[src/hw/lsd_pkg.sv]
/*
 Package for the low supply detect control block: register map, field
 positions, reset values and carrier types.
 Assumes an APB slave with 32-bit data and word-aligned registers.
*/
package lsd_pkg;

    // Register byte offsets
    localparam logic [7:0] LSD_CTRL_OFFSET   = 8'h00;
    localparam logic [7:0] LSD_STATUS_OFFSET = 8'h04;
    localparam logic [7:0] LSD_MASK_OFFSET   = 8'h08;
    localparam logic [7:0] LSD_IRQEN_OFFSET  = 8'h0c;

    // Control register fields
    localparam int LSD_LEVEL_LSB  = 0;
    localparam int LSD_LEVEL_W    = 4;
    localparam int LSD_ENABLE_BIT = 4;
    localparam int LSD_STABLE_BIT = 5;

    // Status bits
    localparam int LSD_FLAG_BIT   = 0;
    localparam int LSD_EVENTS_W   = 1;

    // Irq enable register bits
    localparam int LSD_LOCAL_IE_BIT  = 0;
    localparam int LSD_GLOBAL_IE_BIT = 1;

    // Reset values and the external trip level code
    localparam logic [3:0] LSD_LEVEL_RESET   = 4'h5;
    localparam logic [3:0] LSD_LEVEL_EXTERN  = 4'hf;
    localparam logic       LSD_ENABLE_RESET  = 1'b0;
    localparam logic       LSD_MASK_RESET    = 1'b0;

    // Sync depth
    localparam int LSD_SYNC_STAGES = 2;

    typedef struct packed {
        logic       psel;
        logic       penable;
        logic       pwrite;
        logic [7:0] paddr;
        logic [31:0] pwdata;
    } lsd_apb_req_type;

    typedef struct packed {
        logic       below;
        logic       ref_ready;
    } lsd_analog_type;

endpackage : lsd_pkg

[src/hw/lsd_top.sv]
/*
 Low supply detect control: control register, reference-stable flag,
 low supply flag with interrupt and sleep wake, trip input select.
 Assumes the analog divider, reference and comparator sit outside and
 present asynchronous levels; APB master on the same clock.
*/
// Design decisions made here: the address map and the APB slave port.
// Overview of operation
// - Read-only stable flag gates flag and interrupt
// - Enable bit powers detector up or down
// - Four-bit writable trip level field
// - No flag set before reference stable
// - Stability taken from reference, not counter
// - Detector runs in sleep and wakes
// - Vector taken on wake only if global
// - Reset clears enable, stable; level 0101
// - Comparator below set point sets flag
// - Level 1111 selects external trip input
`timescale 1ns/100ps
module lsd_top
    import lsd_pkg::*;
(
    // Clock and reset
    input  wire logic        i_ref_clk,
    input  wire logic        i_rst,
    input  wire logic        i_ce,
    // APB slave
    input  wire logic        i_psel,
    input  wire logic        i_penable,
    input  wire logic        i_pwrite,
    input  wire logic [7:0]  i_paddr,
    input  wire logic [31:0] i_pwdata,
    output logic      [31:0] o_prdata,
    output logic             o_pready,
    output logic             o_pslverr,
    // Analog side
    input  wire logic        i_cmp_below,
    input  wire logic        i_ref_ready,
    output logic             o_detector_power_enable,
    output logic      [3:0]  o_trip_level_select,
    output logic             o_external_trip_input_sel,
    // Core side
    input  wire logic        i_sleeping,
    output logic             o_irq,
    output logic             o_wake,
    output logic             o_take_vector
);

    // Registers
    logic [3:0]              trip_level_select_reg;
    logic                    detector_power_enable_reg;
    logic [LSD_EVENTS_W-1:0] status_reg;
    logic [LSD_EVENTS_W-1:0] mask_reg;
    logic                    local_ie_reg;
    logic                    global_ie_reg;
    logic [31:0]             prdata_reg;
    logic                    pslverr_reg;
    logic                    pready_reg;
    logic                    irq_reg;
    logic                    wake_reg;
    logic                    vector_reg;
    logic                    ext_sel_reg;
    logic                    below_prev_reg;

    // Next values
    logic [31:0]             prdata_next;
    logic [LSD_EVENTS_W-1:0] status_next;

    lsd_apb_req_type req_w;
    lsd_analog_type  ana_sync_w;
    logic            wr_ctrl_w;
    logic            wr_status_w;
    logic            wr_mask_w;
    logic            wr_irqen_w;
    logic            rd_w;
    logic            unmapped_w;

    assign req_w = '{psel: i_psel, penable: i_penable, pwrite: i_pwrite,
                     paddr: i_paddr, pwdata: i_pwdata};

    lsd_apb_if u_apb (
        .i_req       (req_w),
        .o_wr_ctrl   (wr_ctrl_w),
        .o_wr_status (wr_status_w),
        .o_wr_mask   (wr_mask_w),
        .o_wr_irqen  (wr_irqen_w),
        .o_rd        (rd_w),
        .o_unmapped  (unmapped_w)
    );

    lsd_sync #(.WIDTH(2)) u_sync (
        .i_ref_clk (i_ref_clk),
        .i_rst     (i_rst),
        .i_ce      (i_ce),
        .i_async   ({i_cmp_below, i_ref_ready}),
        .o_sync    (ana_sync_w)
    );

    wire ref_stable_flag_w = detector_power_enable_reg & ana_sync_w.ref_ready;
    wire below_w           = detector_power_enable_reg & ana_sync_w.below;
    wire set_flag_w        = ref_stable_flag_w & below_w & ~below_prev_reg;
    wire irq_w             = |(status_reg & mask_reg);
    wire event_w           = status_reg[LSD_FLAG_BIT] & local_ie_reg;

    wire ext_sel_w = (trip_level_select_reg == LSD_LEVEL_EXTERN);

    wire [31:0] ctrl_rd_w = {26'h0, ref_stable_flag_w, detector_power_enable_reg,
                             trip_level_select_reg};

    // Zero extend an event field to a bus word
    function automatic logic [31:0] word_of(input logic [LSD_EVENTS_W-1:0] v);
        word_of = {{(32-LSD_EVENTS_W){1'b0}}, v};
    endfunction : word_of

    // Status set wins over clear
    always_comb begin
        status_next = status_reg;
        if (wr_status_w) begin
            status_next = status_reg & ~i_pwdata[LSD_EVENTS_W-1:0];
        end
        if (set_flag_w) begin
            status_next[LSD_FLAG_BIT] = 1'b1;
        end
    end

    always_comb begin
        prdata_next = 32'h0;
        case (i_paddr)
            LSD_CTRL_OFFSET:   prdata_next = ctrl_rd_w;
            LSD_STATUS_OFFSET: prdata_next = word_of(status_reg);
            LSD_MASK_OFFSET:   prdata_next = word_of(mask_reg);
            LSD_IRQEN_OFFSET:  prdata_next = {30'h0, global_ie_reg, local_ie_reg};
            default:           prdata_next = 32'h0;
        endcase
    end

    always_ff @(posedge i_ref_clk or posedge i_rst) begin
        if (i_rst) begin
            trip_level_select_reg     <= LSD_LEVEL_RESET;
            detector_power_enable_reg <= LSD_ENABLE_RESET;
        end else if (i_ce && wr_ctrl_w) begin
            trip_level_select_reg     <= i_pwdata[LSD_LEVEL_LSB +: LSD_LEVEL_W];
            detector_power_enable_reg <= i_pwdata[LSD_ENABLE_BIT];
        end
    end

    always_ff @(posedge i_ref_clk or posedge i_rst) begin
        if (i_rst) begin
            status_reg     <= '0;
            mask_reg       <= {LSD_EVENTS_W{LSD_MASK_RESET}};
            local_ie_reg   <= 1'b0;
            global_ie_reg  <= 1'b0;
            below_prev_reg <= 1'b0;
        end else if (i_ce) begin
            status_reg     <= status_next;
            below_prev_reg <= below_w & ref_stable_flag_w;
            if (wr_mask_w) begin
                mask_reg <= i_pwdata[LSD_EVENTS_W-1:0];
            end
            if (wr_irqen_w) begin
                local_ie_reg  <= i_pwdata[LSD_LOCAL_IE_BIT];
                global_ie_reg <= i_pwdata[LSD_GLOBAL_IE_BIT];
            end
        end
    end

    always_ff @(posedge i_ref_clk or posedge i_rst) begin
        if (i_rst) begin
            prdata_reg  <= 32'h0;
            pslverr_reg <= 1'b0;
            pready_reg  <= 1'b0;
            irq_reg     <= 1'b0;
            wake_reg    <= 1'b0;
            vector_reg  <= 1'b0;
            ext_sel_reg <= 1'b0;
        end else if (i_ce) begin
            if (rd_w) begin
                prdata_reg <= prdata_next;
            end
            pslverr_reg <= i_psel & ~i_penable & unmapped_w;
            pready_reg  <= 1'b1;
            irq_reg     <= irq_w & ref_stable_flag_w;
            wake_reg    <= i_sleeping & status_reg[LSD_FLAG_BIT];
            vector_reg  <= event_w & global_ie_reg;
            ext_sel_reg <= ext_sel_w;
        end
    end

    assign o_prdata                  = prdata_reg;
    assign o_pready                  = pready_reg;
    assign o_pslverr                 = pslverr_reg;
    assign o_detector_power_enable   = detector_power_enable_reg;
    assign o_trip_level_select       = trip_level_select_reg;
    assign o_external_trip_input_sel = ext_sel_reg;
    assign o_irq                     = irq_reg;
    assign o_wake                    = wake_reg;
    assign o_take_vector             = vector_reg;
endmodule : lsd_top

[src/hw/lsd_sync.sv]
/*
 Two-stage synchroniser for a vector of asynchronous levels.
 Assumes the inputs are quasi-static levels from the analog side.
*/
`timescale 1ns/100ps
module lsd_sync
    import lsd_pkg::*;
#(
    parameter int WIDTH = 2
) (
    // Clock and reset
    input  wire logic             i_ref_clk,
    input  wire logic             i_rst,
    input  wire logic             i_ce,
    // Levels
    input  wire logic [WIDTH-1:0] i_async,
    output logic      [WIDTH-1:0] o_sync
);

    logic [WIDTH-1:0] meta_reg;
    logic [WIDTH-1:0] sync_reg;

    always_ff @(posedge i_ref_clk or posedge i_rst) begin
        if (i_rst) begin
            meta_reg <= '0;
            sync_reg <= '0;
        end else if (i_ce) begin
            meta_reg <= i_async;
            sync_reg <= meta_reg;
        end
    end

    assign o_sync = sync_reg;

endmodule : lsd_sync

[src/hw/lsd_apb_if.sv]
/*
 APB slave decode for the low supply detect registers.
 Assumes zero wait states; pready is low in reset, then high from the first clock with i_ce.
*/
`timescale 1ns/100ps
module lsd_apb_if
    import lsd_pkg::*;
(
    // Bus request
    input  wire lsd_apb_req_type i_req,
    // Decoded strobes
    output logic                 o_wr_ctrl,
    output logic                 o_wr_status,
    output logic                 o_wr_mask,
    output logic                 o_wr_irqen,
    output logic                 o_rd,
    output logic                 o_unmapped
);

    wire access_w = i_req.psel & i_req.penable;
    wire hit_ctrl = (i_req.paddr == LSD_CTRL_OFFSET);
    wire hit_stat = (i_req.paddr == LSD_STATUS_OFFSET);
    wire hit_mask = (i_req.paddr == LSD_MASK_OFFSET);
    wire hit_ien  = (i_req.paddr == LSD_IRQEN_OFFSET);

    assign o_wr_ctrl   = access_w & i_req.pwrite & hit_ctrl;
    assign o_wr_status = access_w & i_req.pwrite & hit_stat;
    assign o_wr_mask   = access_w & i_req.pwrite & hit_mask;
    assign o_wr_irqen  = access_w & i_req.pwrite & hit_ien;
    assign o_rd        = i_req.psel & ~i_req.pwrite & ~i_req.penable;
    assign o_unmapped  = ~(hit_ctrl | hit_stat | hit_mask | hit_ien);

endmodule : lsd_apb_if

[config.mk]
export PLATFORM = sky130hd
export DESIGN_NAME = lsd_top
export DESIGN_NICKNAME = d
export VERILOG_FILES = /design/src/hw/lsd_pkg.sv /design/src/hw/lsd_top.sv /design/src/hw/lsd_sync.sv /design/src/hw/lsd_apb_if.sv
export SDC_FILE = /design/constraint.sdc
export NUM_CORES = 1
export LEC_CHECK = 0
export BUFFER_PORTS_ARGS = -buffer_cell sky130_fd_sc_hd__buf_2
export CORE_MARGIN = 8
export CORE_UTILIZATION = 41
export CTS_CLUSTER_SIZE = 8
export DETAILED_ROUTE_END_ITERATION = 16
export MAX_ROUTING_LAYER = met4
export PLACE_DENSITY = 0.79
export SLEW_MARGIN = 10
export SYNTH_ARGS = -nofsm -noshare
export SYNTH_HDL_FRONTEND = slang
export SYNTH_SLANG_ARGS = --single-unit
[constraint.sdc]
create_clock -name i_ref_clk -period 1.5 [get_ports i_ref_clk]
set_input_delay 0.15 -clock i_ref_clk [delete_from_list [all_inputs] [get_ports i_ref_clk]]
set_output_delay 0.15 -clock i_ref_clk [all_outputs]
set_load 0.01 [all_outputs]
==> impl.org, run 1 <==
** Worst setup path
- The endpoint identified for the worst register-to-register timing path is o_prdata[0].
- By startpoint and endpoint, the worst setup path is classified as reg2reg.
- For flop-to-flop paths, the worst setup slack is 300 ps.
- The worst register-to-register path has a depth of 3.
- The worst setup path is launched from a flip-flop.
- Data arrives at the worst endpoint at between 1000 and 1500 ps.
- Crit path capture type :: flip-flop
- At the worst endpoint, the required time is 1700 ps.
- Reg-to-reg critical path startpoint :: status_reg
- Of all nets on the critical path, the largest fanout is 4.
- Tracing the worst setup path back leads to its startpoint at status_reg.
- Following the worst setup path forward leads to its endpoint at o_prdata[0].

** Timing
- Across the routed clock network, the largest skew measured is roughly 1.7 ps.
- Least-Margin Pin Slew :: 494.4 ps
- Of the available clock period, the critical path in the final layout requires 79.69%.
- The clock period could shrink to 1195 ps.
- Smallest setup slack after layout :: 304.7 ps
- Number of endpoints with negative hold slack in the final report :: 0
- Final Max Slew Viols :: 0
- Unrepaired setup endpoints after global routing :: no
- Final setup violation count :: 0
- Worst max-slew margin expressed relative to the limit :: between 60% and 70%
- For this run, the top clock speed supported by timing is ~0.84 GHz.
- Setup total negative slack on the finished layout was measured at 0 ps.

** Place
- Cell area after placement :: between 0.0015 and 0.002 mm²
- At the placement stage, the worst setup path has a slack of 124.2 ps.
- The HPWL after detailed placement is 2285 µm.
- Count of buffers from port buffering :: 38
- Placer Congestion :: 0.7492

** Final layout
- Layout cell share with drive strength beyond 1 :: about 39%
- Core utilization of the finished layout :: 47.89%
- After routing the design area is 0.001560 mm².
- Final layout net count :: ~220
- The library cell used most frequently in the layout, excluding fill and tap cells, is buf_2.
- Area Overhead vs Synth :: 14.19%
- The sequential cells in the finished layout cover a total of roughly 650 µm².
- The register with the most flip-flops in the layout has 6 of them.
- Fill count :: 314
- ANT cells :: 0
- Leading cell types in the layout, fill and taps excluded :: 38 x buf_2, 26 x conb_1, 24 x dfrtp_1, 14 x nand2_1, 13 x mux2_2
- In the final layout, the multi-input gates occupy 568.0 µm².

** Global routing
- Across every metal layer, demand over resource in global routing totals under 10%.
- Entering global routing, the biggest net connects 27 pins.
- The first global-routing pass estimated 4160 µm of wire.
- Initial antenna violation count :: 0
- Number of global-route vias before repair :: 924
- Total gr overflow :: 0

** Clocking
- In this run the clock root is driven by a clkbuf_4.
- After clock tree synthesis, the clock-pin slew on the worst setup and hold paths is 130 ps.
- TritonCTS built the clock tree.
- Max Root-Sink Buffers :: 2
- TritonCTS created 3 clock buffers.
- H-Tree Depth :: 1
- Number of setup buffers added after CTS :: 0
- The later pin in the worst-skew pair is clocked with a latency of 310 ps.
- CTS sink cnt :: 26

** Floorplan
- During I/O placement, the number of pins put on the boundary was slightly above 90.
- Chip Width :: around 74 µm
- The floorplan step defined a die boundary enclosing 0.005435 mm².
- Starting utilization of the core area :: around two fifths
- Measured along the y axis, the die boundary spans 73.73 µm.
- After floorplanning, the core was sized to cover ~0.0033 mm².
- Num rows :: 21

** Routing
- Number of DRC markers after the initial detailed-route iteration :: 13
- Antenna-violating nets left :: 0
- Before antenna repair, the detailed router went through 2 iterations.
- Drt wl/cell :: 12.93 µm
- In the routed layout, each cell is associated on average with a via count of 4.505.
- The final layout contains routed wiring with a total length of 2741 µm.
- DRC viols :: 0
- Across all layers, the routed design uses 955 vias.

** Synthesis
- Share of async-settable or async-resettable flops after synthesis :: 100.0%
- Synthesis inferred 26 register bits.
- Summed instance area of the synthesized netlist :: between 0.001 and 0.0015 mm²
- The biggest area contributor in the post-synthesis netlist is dfrtp_1.
- Synth top area share :: 43.96%
- Biggest area contributors in the synthesized netlist :: dfrtp_1 44%, buf_4 14%, mux2_2 11%
- Counting every instance in the synthesized netlist gives 125.
- Dominant synthesized flop cell :: dfrtp_1
- Counting distinct cell types in the post-synthesis netlist gives 32.
- Sequential cells were found to cover a little under half of the synthesized design area.
- Count of flip-flops with a built-in enable after synthesis :: 0
- Mean Syn Cell Area :: 10.93 µm²
- YS warnings :: 0

** Status
- The flow ran to the end, and the final reports show no timing, DRC or antenna violations.

** Worst hold path
- Kind of path behind the tightest hold check :: in2reg

** Job
- The tool flagged a number of max-cap violations equal to 0.

** Power and ir drop
- Worst IR Drop VDD :: 0.6481 mV
- Leakage component of the power :: 0.7943 nW
- Power per Cell Area :: 776.9 mW/mm²
metrics by stage:
stage	hold WS (ps)	instances	power [mW]
2_1_floorplan	188.5	150	0.8771
3_3_place_gp	216.8	207	0.8794
3_5_place_dp	219.5	207	0.8829
4_1_cts	49.94	212	1.225
5_1_grt	42.27	212	1.267
6_report	61.90	212	1.212
synthesized netlist by cell type (2+ instances only):
| library cell | instances |
|---|---|
| buf_4 | 26 |
| mux2_2 | 13 |
| buf_2 | 2 |
| o21ai_0 | 5 |
| o31ai_1 | 2 |
| inv_1 | 8 |
| dfstp_2 | 2 |
| nand4_1 | 4 |
| nor2_1 | 2 |
| nand3_1 | 2 |
| nor2b_1 | 2 |
| dfrtp_1 | 24 |
| nand2_1 | 14 |
worst max-delay path: stages (launching register included):
cell and delay, ps:
dfrtp_1 460, mux4_2 480, nand3_1 90, o21ai_0 60
logic make-up after synthesis:
group	after synthesis	share of synthesized area [%]
buffers and inverters	37	17.49
AO/OA/AOI/OAI	12	6.044
multiplexers	15	13.10
flip-flops	26	47.80
other	1	0.2745
AND/OR/NAND/NOR	34	15.29
report_power, final:
part	total [mW]	internal (mW)	switching [mW]
Clock	0.339	0.148	0.191
Sequential	0.732	0.720	0.0116
Combinational	0.142	0.0539	0.0877
Total	1.21	0.922	0.290
what timing repair did:
item,CTS,global route
resized for setup,0,0
endpoints found under the hold margin,24,0
hold buffers,1,0
area by class of cell:
class,instances,share of cell area [%]
flip-flops and latches,26,41.86
multi-input cells,87,36.41
repair buffers,41,13.79
well taps,46,3.689
clock buffers,4,2.326
inverters,8,1.925
how the worst min path moves through the flow:
| stage | to | slack, ps | cells after the start | start |
|---|---|---|---|---|
| 2_1_floorplan | below_prev_reg | 190 | 1 | i_rst |
| 3_3_place_gp | o_wake | 220 | 3 | i_rst |
| 3_5_place_dp | o_prdata[4] | 220 | 3 | i_rst |
| 4_1_cts | o_detector_power_enable | 50 | 2 | i_pwdata[4] |
| 5_1_grt | o_detector_power_enable | 40 | 2 | i_pwdata[4] |
| 6_report | o_detector_power_enable | 60 | 2 | i_pwdata[4] |
per-layer routing:
metal	up-vias	part of all wire [%]	global-route usage, %
met5	-	0	-
met4	0	0.91	3.326
met3	4	9.8	1.501
met2	49	43	15.75
met1	435	46	12.48
li1	467	-	-
Power figures use the tool's default switching activity.
==> run 2: changes to the inputs <==
clock period = 1.1 ns   (was 1.5 ns; I/O delays follow)
==> run 2 against run 1 <==
The run now ends with setup timing left. Cell area grew 14%. Worst setup slack got worse by 400 ps. Clock skew about the same. Sequential power up 36%. First-iteration DRC count is 7.7% lower. Largest power group unchanged. Critical path type is now reg2out.
==> impl.org, run 2 (synthesis gave the netlist of run 1 again) <==
** Clocking
- Clock latency reported for the late side of the worst-skew pair :: 330 ps (was 310 ps)
- Max Root-Sink Buffers :: 2 (unchanged)
- Clock root buffer :: clkbuf_4 (unchanged)
- The clock transition time at the flip-flop clock pins of the worst setup and hold paths was 130 ps (about the same).
- Clock tree from TritonCTS :: built (unchanged)
- CTS sink cnt :: 26 (unchanged)
- The H-tree depth was 1 (unchanged).
- The total CTS buffers was 3 (unchanged).

** Timing
- The number of endpoints failing setup at the final stage came to 3 (was 0).
- Shortest clock period the worst path allows after layout :: 1198 ps
- Post-route clock period utilization :: 108.9%
- The final setup slack of the worst path came to -98.29 ps (was 304.7 ps).
- Derived from the worst setup path, the maximum achievable clock frequency is 0.8345 GHz.
- Final total negative setup slack :: -108.0 ps (was 0 ps)
- Number of endpoints with negative hold slack in the final report :: 0 (unchanged)
- Final worst clock skew :: 2.129 ps (was 1.725 ps)
- Final Max Slew Viols :: 0 (unchanged)
- Unrepaired setup endpoints after global routing :: yes (was no)

** Routing
- Pre-antenna DRT Iters :: 4 (was 2)
- DRC viols :: 0 (unchanged)
- Wirelength, routed :: 3035 µm (was 2741 µm)
- The wire length per cell is 12.97 µm (was 12.93 µm).
- Antenna-violating nets left :: 0 (unchanged)
- Number of vias per cell after detailed routing :: 4.432 (was 4.505)
- Number of DRC markers after the initial detailed-route iteration :: 12 (was 13)
- The vias after detailed routing was 1037 (was 955).

** Floorplan
- The starting utilization of the core area was 41.94% (unchanged).
- Total die area :: 0.005435 mm² (unchanged)
- Chip Width :: 73.73 µm (unchanged)
- The vertical extent of the die was 73.73 µm (unchanged).
- Num rows :: 21 (unchanged)
- The number of ports placed on the die boundary came to 92 (unchanged).
- Standard cell core area :: 0.003258 mm² (unchanged)

** Final layout
- Fill count :: 283 (was 314)
- The flip-flop count of the largest register, all copies and words added was 6 (unchanged).
- Most common cell after layout, fill and taps aside :: buf_2 (unchanged)
- The proportion of layout cells with a drive suffix above 1 is 43.62% (was 38.55%).
- Area Overhead vs Synth :: 29.94% (was 14.19%)
- ANT cells :: 0 (unchanged)
- The final-stage net count came to 238 (was 216).
- Leading cell types in the layout, fill and taps excluded: 36 x buf_2, 26 x conb_1, 24 x dfrtp_1, 18 x buf_4, 14 x nand2_1 (was 38 x buf_2, 26 x conb_1, 24 x dfrtp_1, 14 x nand2_1, 13 x mux2_2).

** Global routing
- Global-route wire length before repair :: 4629 µm (was 4160 µm)
- The routing usage on met2 came to 18.80% (was 15.75%).
- The global routing met1 resource utilization came to 12.55% (was 12.48%).
- Maximum number of pins on one net before global-route repair :: 27 (unchanged)
- The busiest layer in global routing is met2 (unchanged).
- The global-route total usage across every layer came to 11.21% (was 9.901%).
- Total gr overflow :: 0 (unchanged)
- Met3 Use GR :: 2.456% (was 1.501%)
- The initial antenna violation count was 0 (unchanged).
- Number of global-route vias before repair :: 1048 (was 924)

** Place
- Placer Congestion :: 0.7856 (was 0.7492)
- The number of input and output port buffers inserted was 38 (unchanged).
- The post-detailed-placement half-perimeter wirelength was 2395 µm (was 2285 µm).

** Worst hold path
- Startpoint of the lowest-slack hold path :: i_pwdata[1] (was i_pwdata[4])
- The worst hold path cell count was 2 (unchanged).
- The kind of path behind the tightest hold check was in2reg (unchanged).
- The end of the worst hold path was o_trip_level_select[1] (was o_detector_power_enable).

** Worst setup path
- Worst EP required :: 990 ps (was 1700 ps)
- The nature of the critical path startpoint is a flip-flop (unchanged).
- Worst Path Arrival :: 1090 ps (was 1390 ps)
- Reg-to-reg critical path startpoint :: local_ie_reg (was status_reg)
- Worst-case register-to-register setup slack :: -10 ps (was 300 ps)
- The worst setup path category was reg2out (was reg2reg).
- The sort of element at the end of the critical path is a primary output (was flip-flop).
- Maximum net fanout on the critical path :: 2 (was 4)
- The logic depth of the worst register-to-register path was 3 (unchanged).
- Crit Reg-Reg Endpoint :: o_prdata[0] (unchanged)

** Status
- Run status :: finished, violations left (was finished, final reports clean)
- The final reports fail on setup timing.

** Power and ir drop
- Switching power :: 0.4243 mW (was 0.2900 mW)
- The cell internal power dissipation was 1.459 mW (was 0.9221 mW).
- The power share of the combinational group is 12.6% (was 11.7%).
- The sequential share of power was 52.9% (was 60.4%).
- Overall Power :: 1.883 mW (was 1.212 mW)
- Power per Cell Area :: 1060 mW/mm² (was 776.9 mW/mm²)
- The standby leakage power came to 0.9112 nW (was 0.7943 nW).
- The clock share of power was 34.5% (was 28.0%).
- The worst voltage drop across the vdd grid came to 0.8917 mV (was 0.6481 mV).
- The switching part of the total is 22.53% (was 23.92%).

** Job
- Number of max-cap violations :: 0 (unchanged)
run 2: final cells by class:
type | instances | area (µm²) | area share [%]
Tap cell | 46 | 57.56 | 3.242
Timing Repair Buffer | 63 | 409.1 | 23.04
Sequential cell | 26 | 653.1 | 36.79
Inverter | 8 | 30.03 | 1.691
Clock buffer | 3 | 22.52 | 1.269
Multi-Input combinational cell | 87 | 573.1 | 32.28
Clock inverter | 1 | 30.03 | 1.691
run 2: repair_timing:
action                                 CTS  global route
hold buffers                             6             0
pin swaps                                1             0
setup endpoints to repair                3             3
setup buffers                            3             0
endpoints found under the hold margin   29             0
resized for setup                        5             0
run 2: worst max path at each step:
| stage | depth (start not counted) | end | from | slack, ps |
|---|---|---|---|---|
| finish | 2 | o_trip_level_select[0] | o_trip_level_select[0] | -100 |
| detailed placement | 5 | o_detector_power_enable | i_paddr[5] | -130 |
| floorplan | 3 | o_prdata[0] | status_reg | 2 |
| global placement | 5 | o_trip_level_select[1] | i_paddr[5] | -120 |
| global route | 2 | o_trip_level_select[0] | o_trip_level_select[0] | -140 |
| CTS | 2 | o_trip_level_select[0] | o_trip_level_select[0] | -110 |
run 2: per-layer routing:
metal / up-vias / wire (µm)
met4: 0 / 42
met2: 49 / 1416
met1: 476 / 1259
li1: 507 / -
met3: 5 / 316
met5: - / 0
run 2: per-stage QoR:
stage	setup slack (ps)	cells	utilization, %	cell area [µm²]	hold slack [ps]
global placement	-116.2	221	49.69	1619	175.2
global route	-138.2	234	54.49	1775	13.02
finish	-98.29	234	54.49	1775	15.37
floorplan	2.074	150	-	1460	148.5
CTS	-108.9	234	54.49	1775	4.778
detailed placement	-125.1	221	49.69	1619	175.0
run 2: critical path, cell delays in order, from the launching register on:
cell and delay [ps]:
dfstp_2 570, buf_6 100, buf_6 90
run 2: power by group through the flow:
stage,combinational (mW),sequential (mW),clock (mW)
finish,0.237,0.996,0.650
global route,0.261,0.999,0.691
CTS,0.234,0.996,0.671
detailed placement,0.214,1.01,0
global placement,0.211,1.01,0
floorplan,0.183,1.01,0
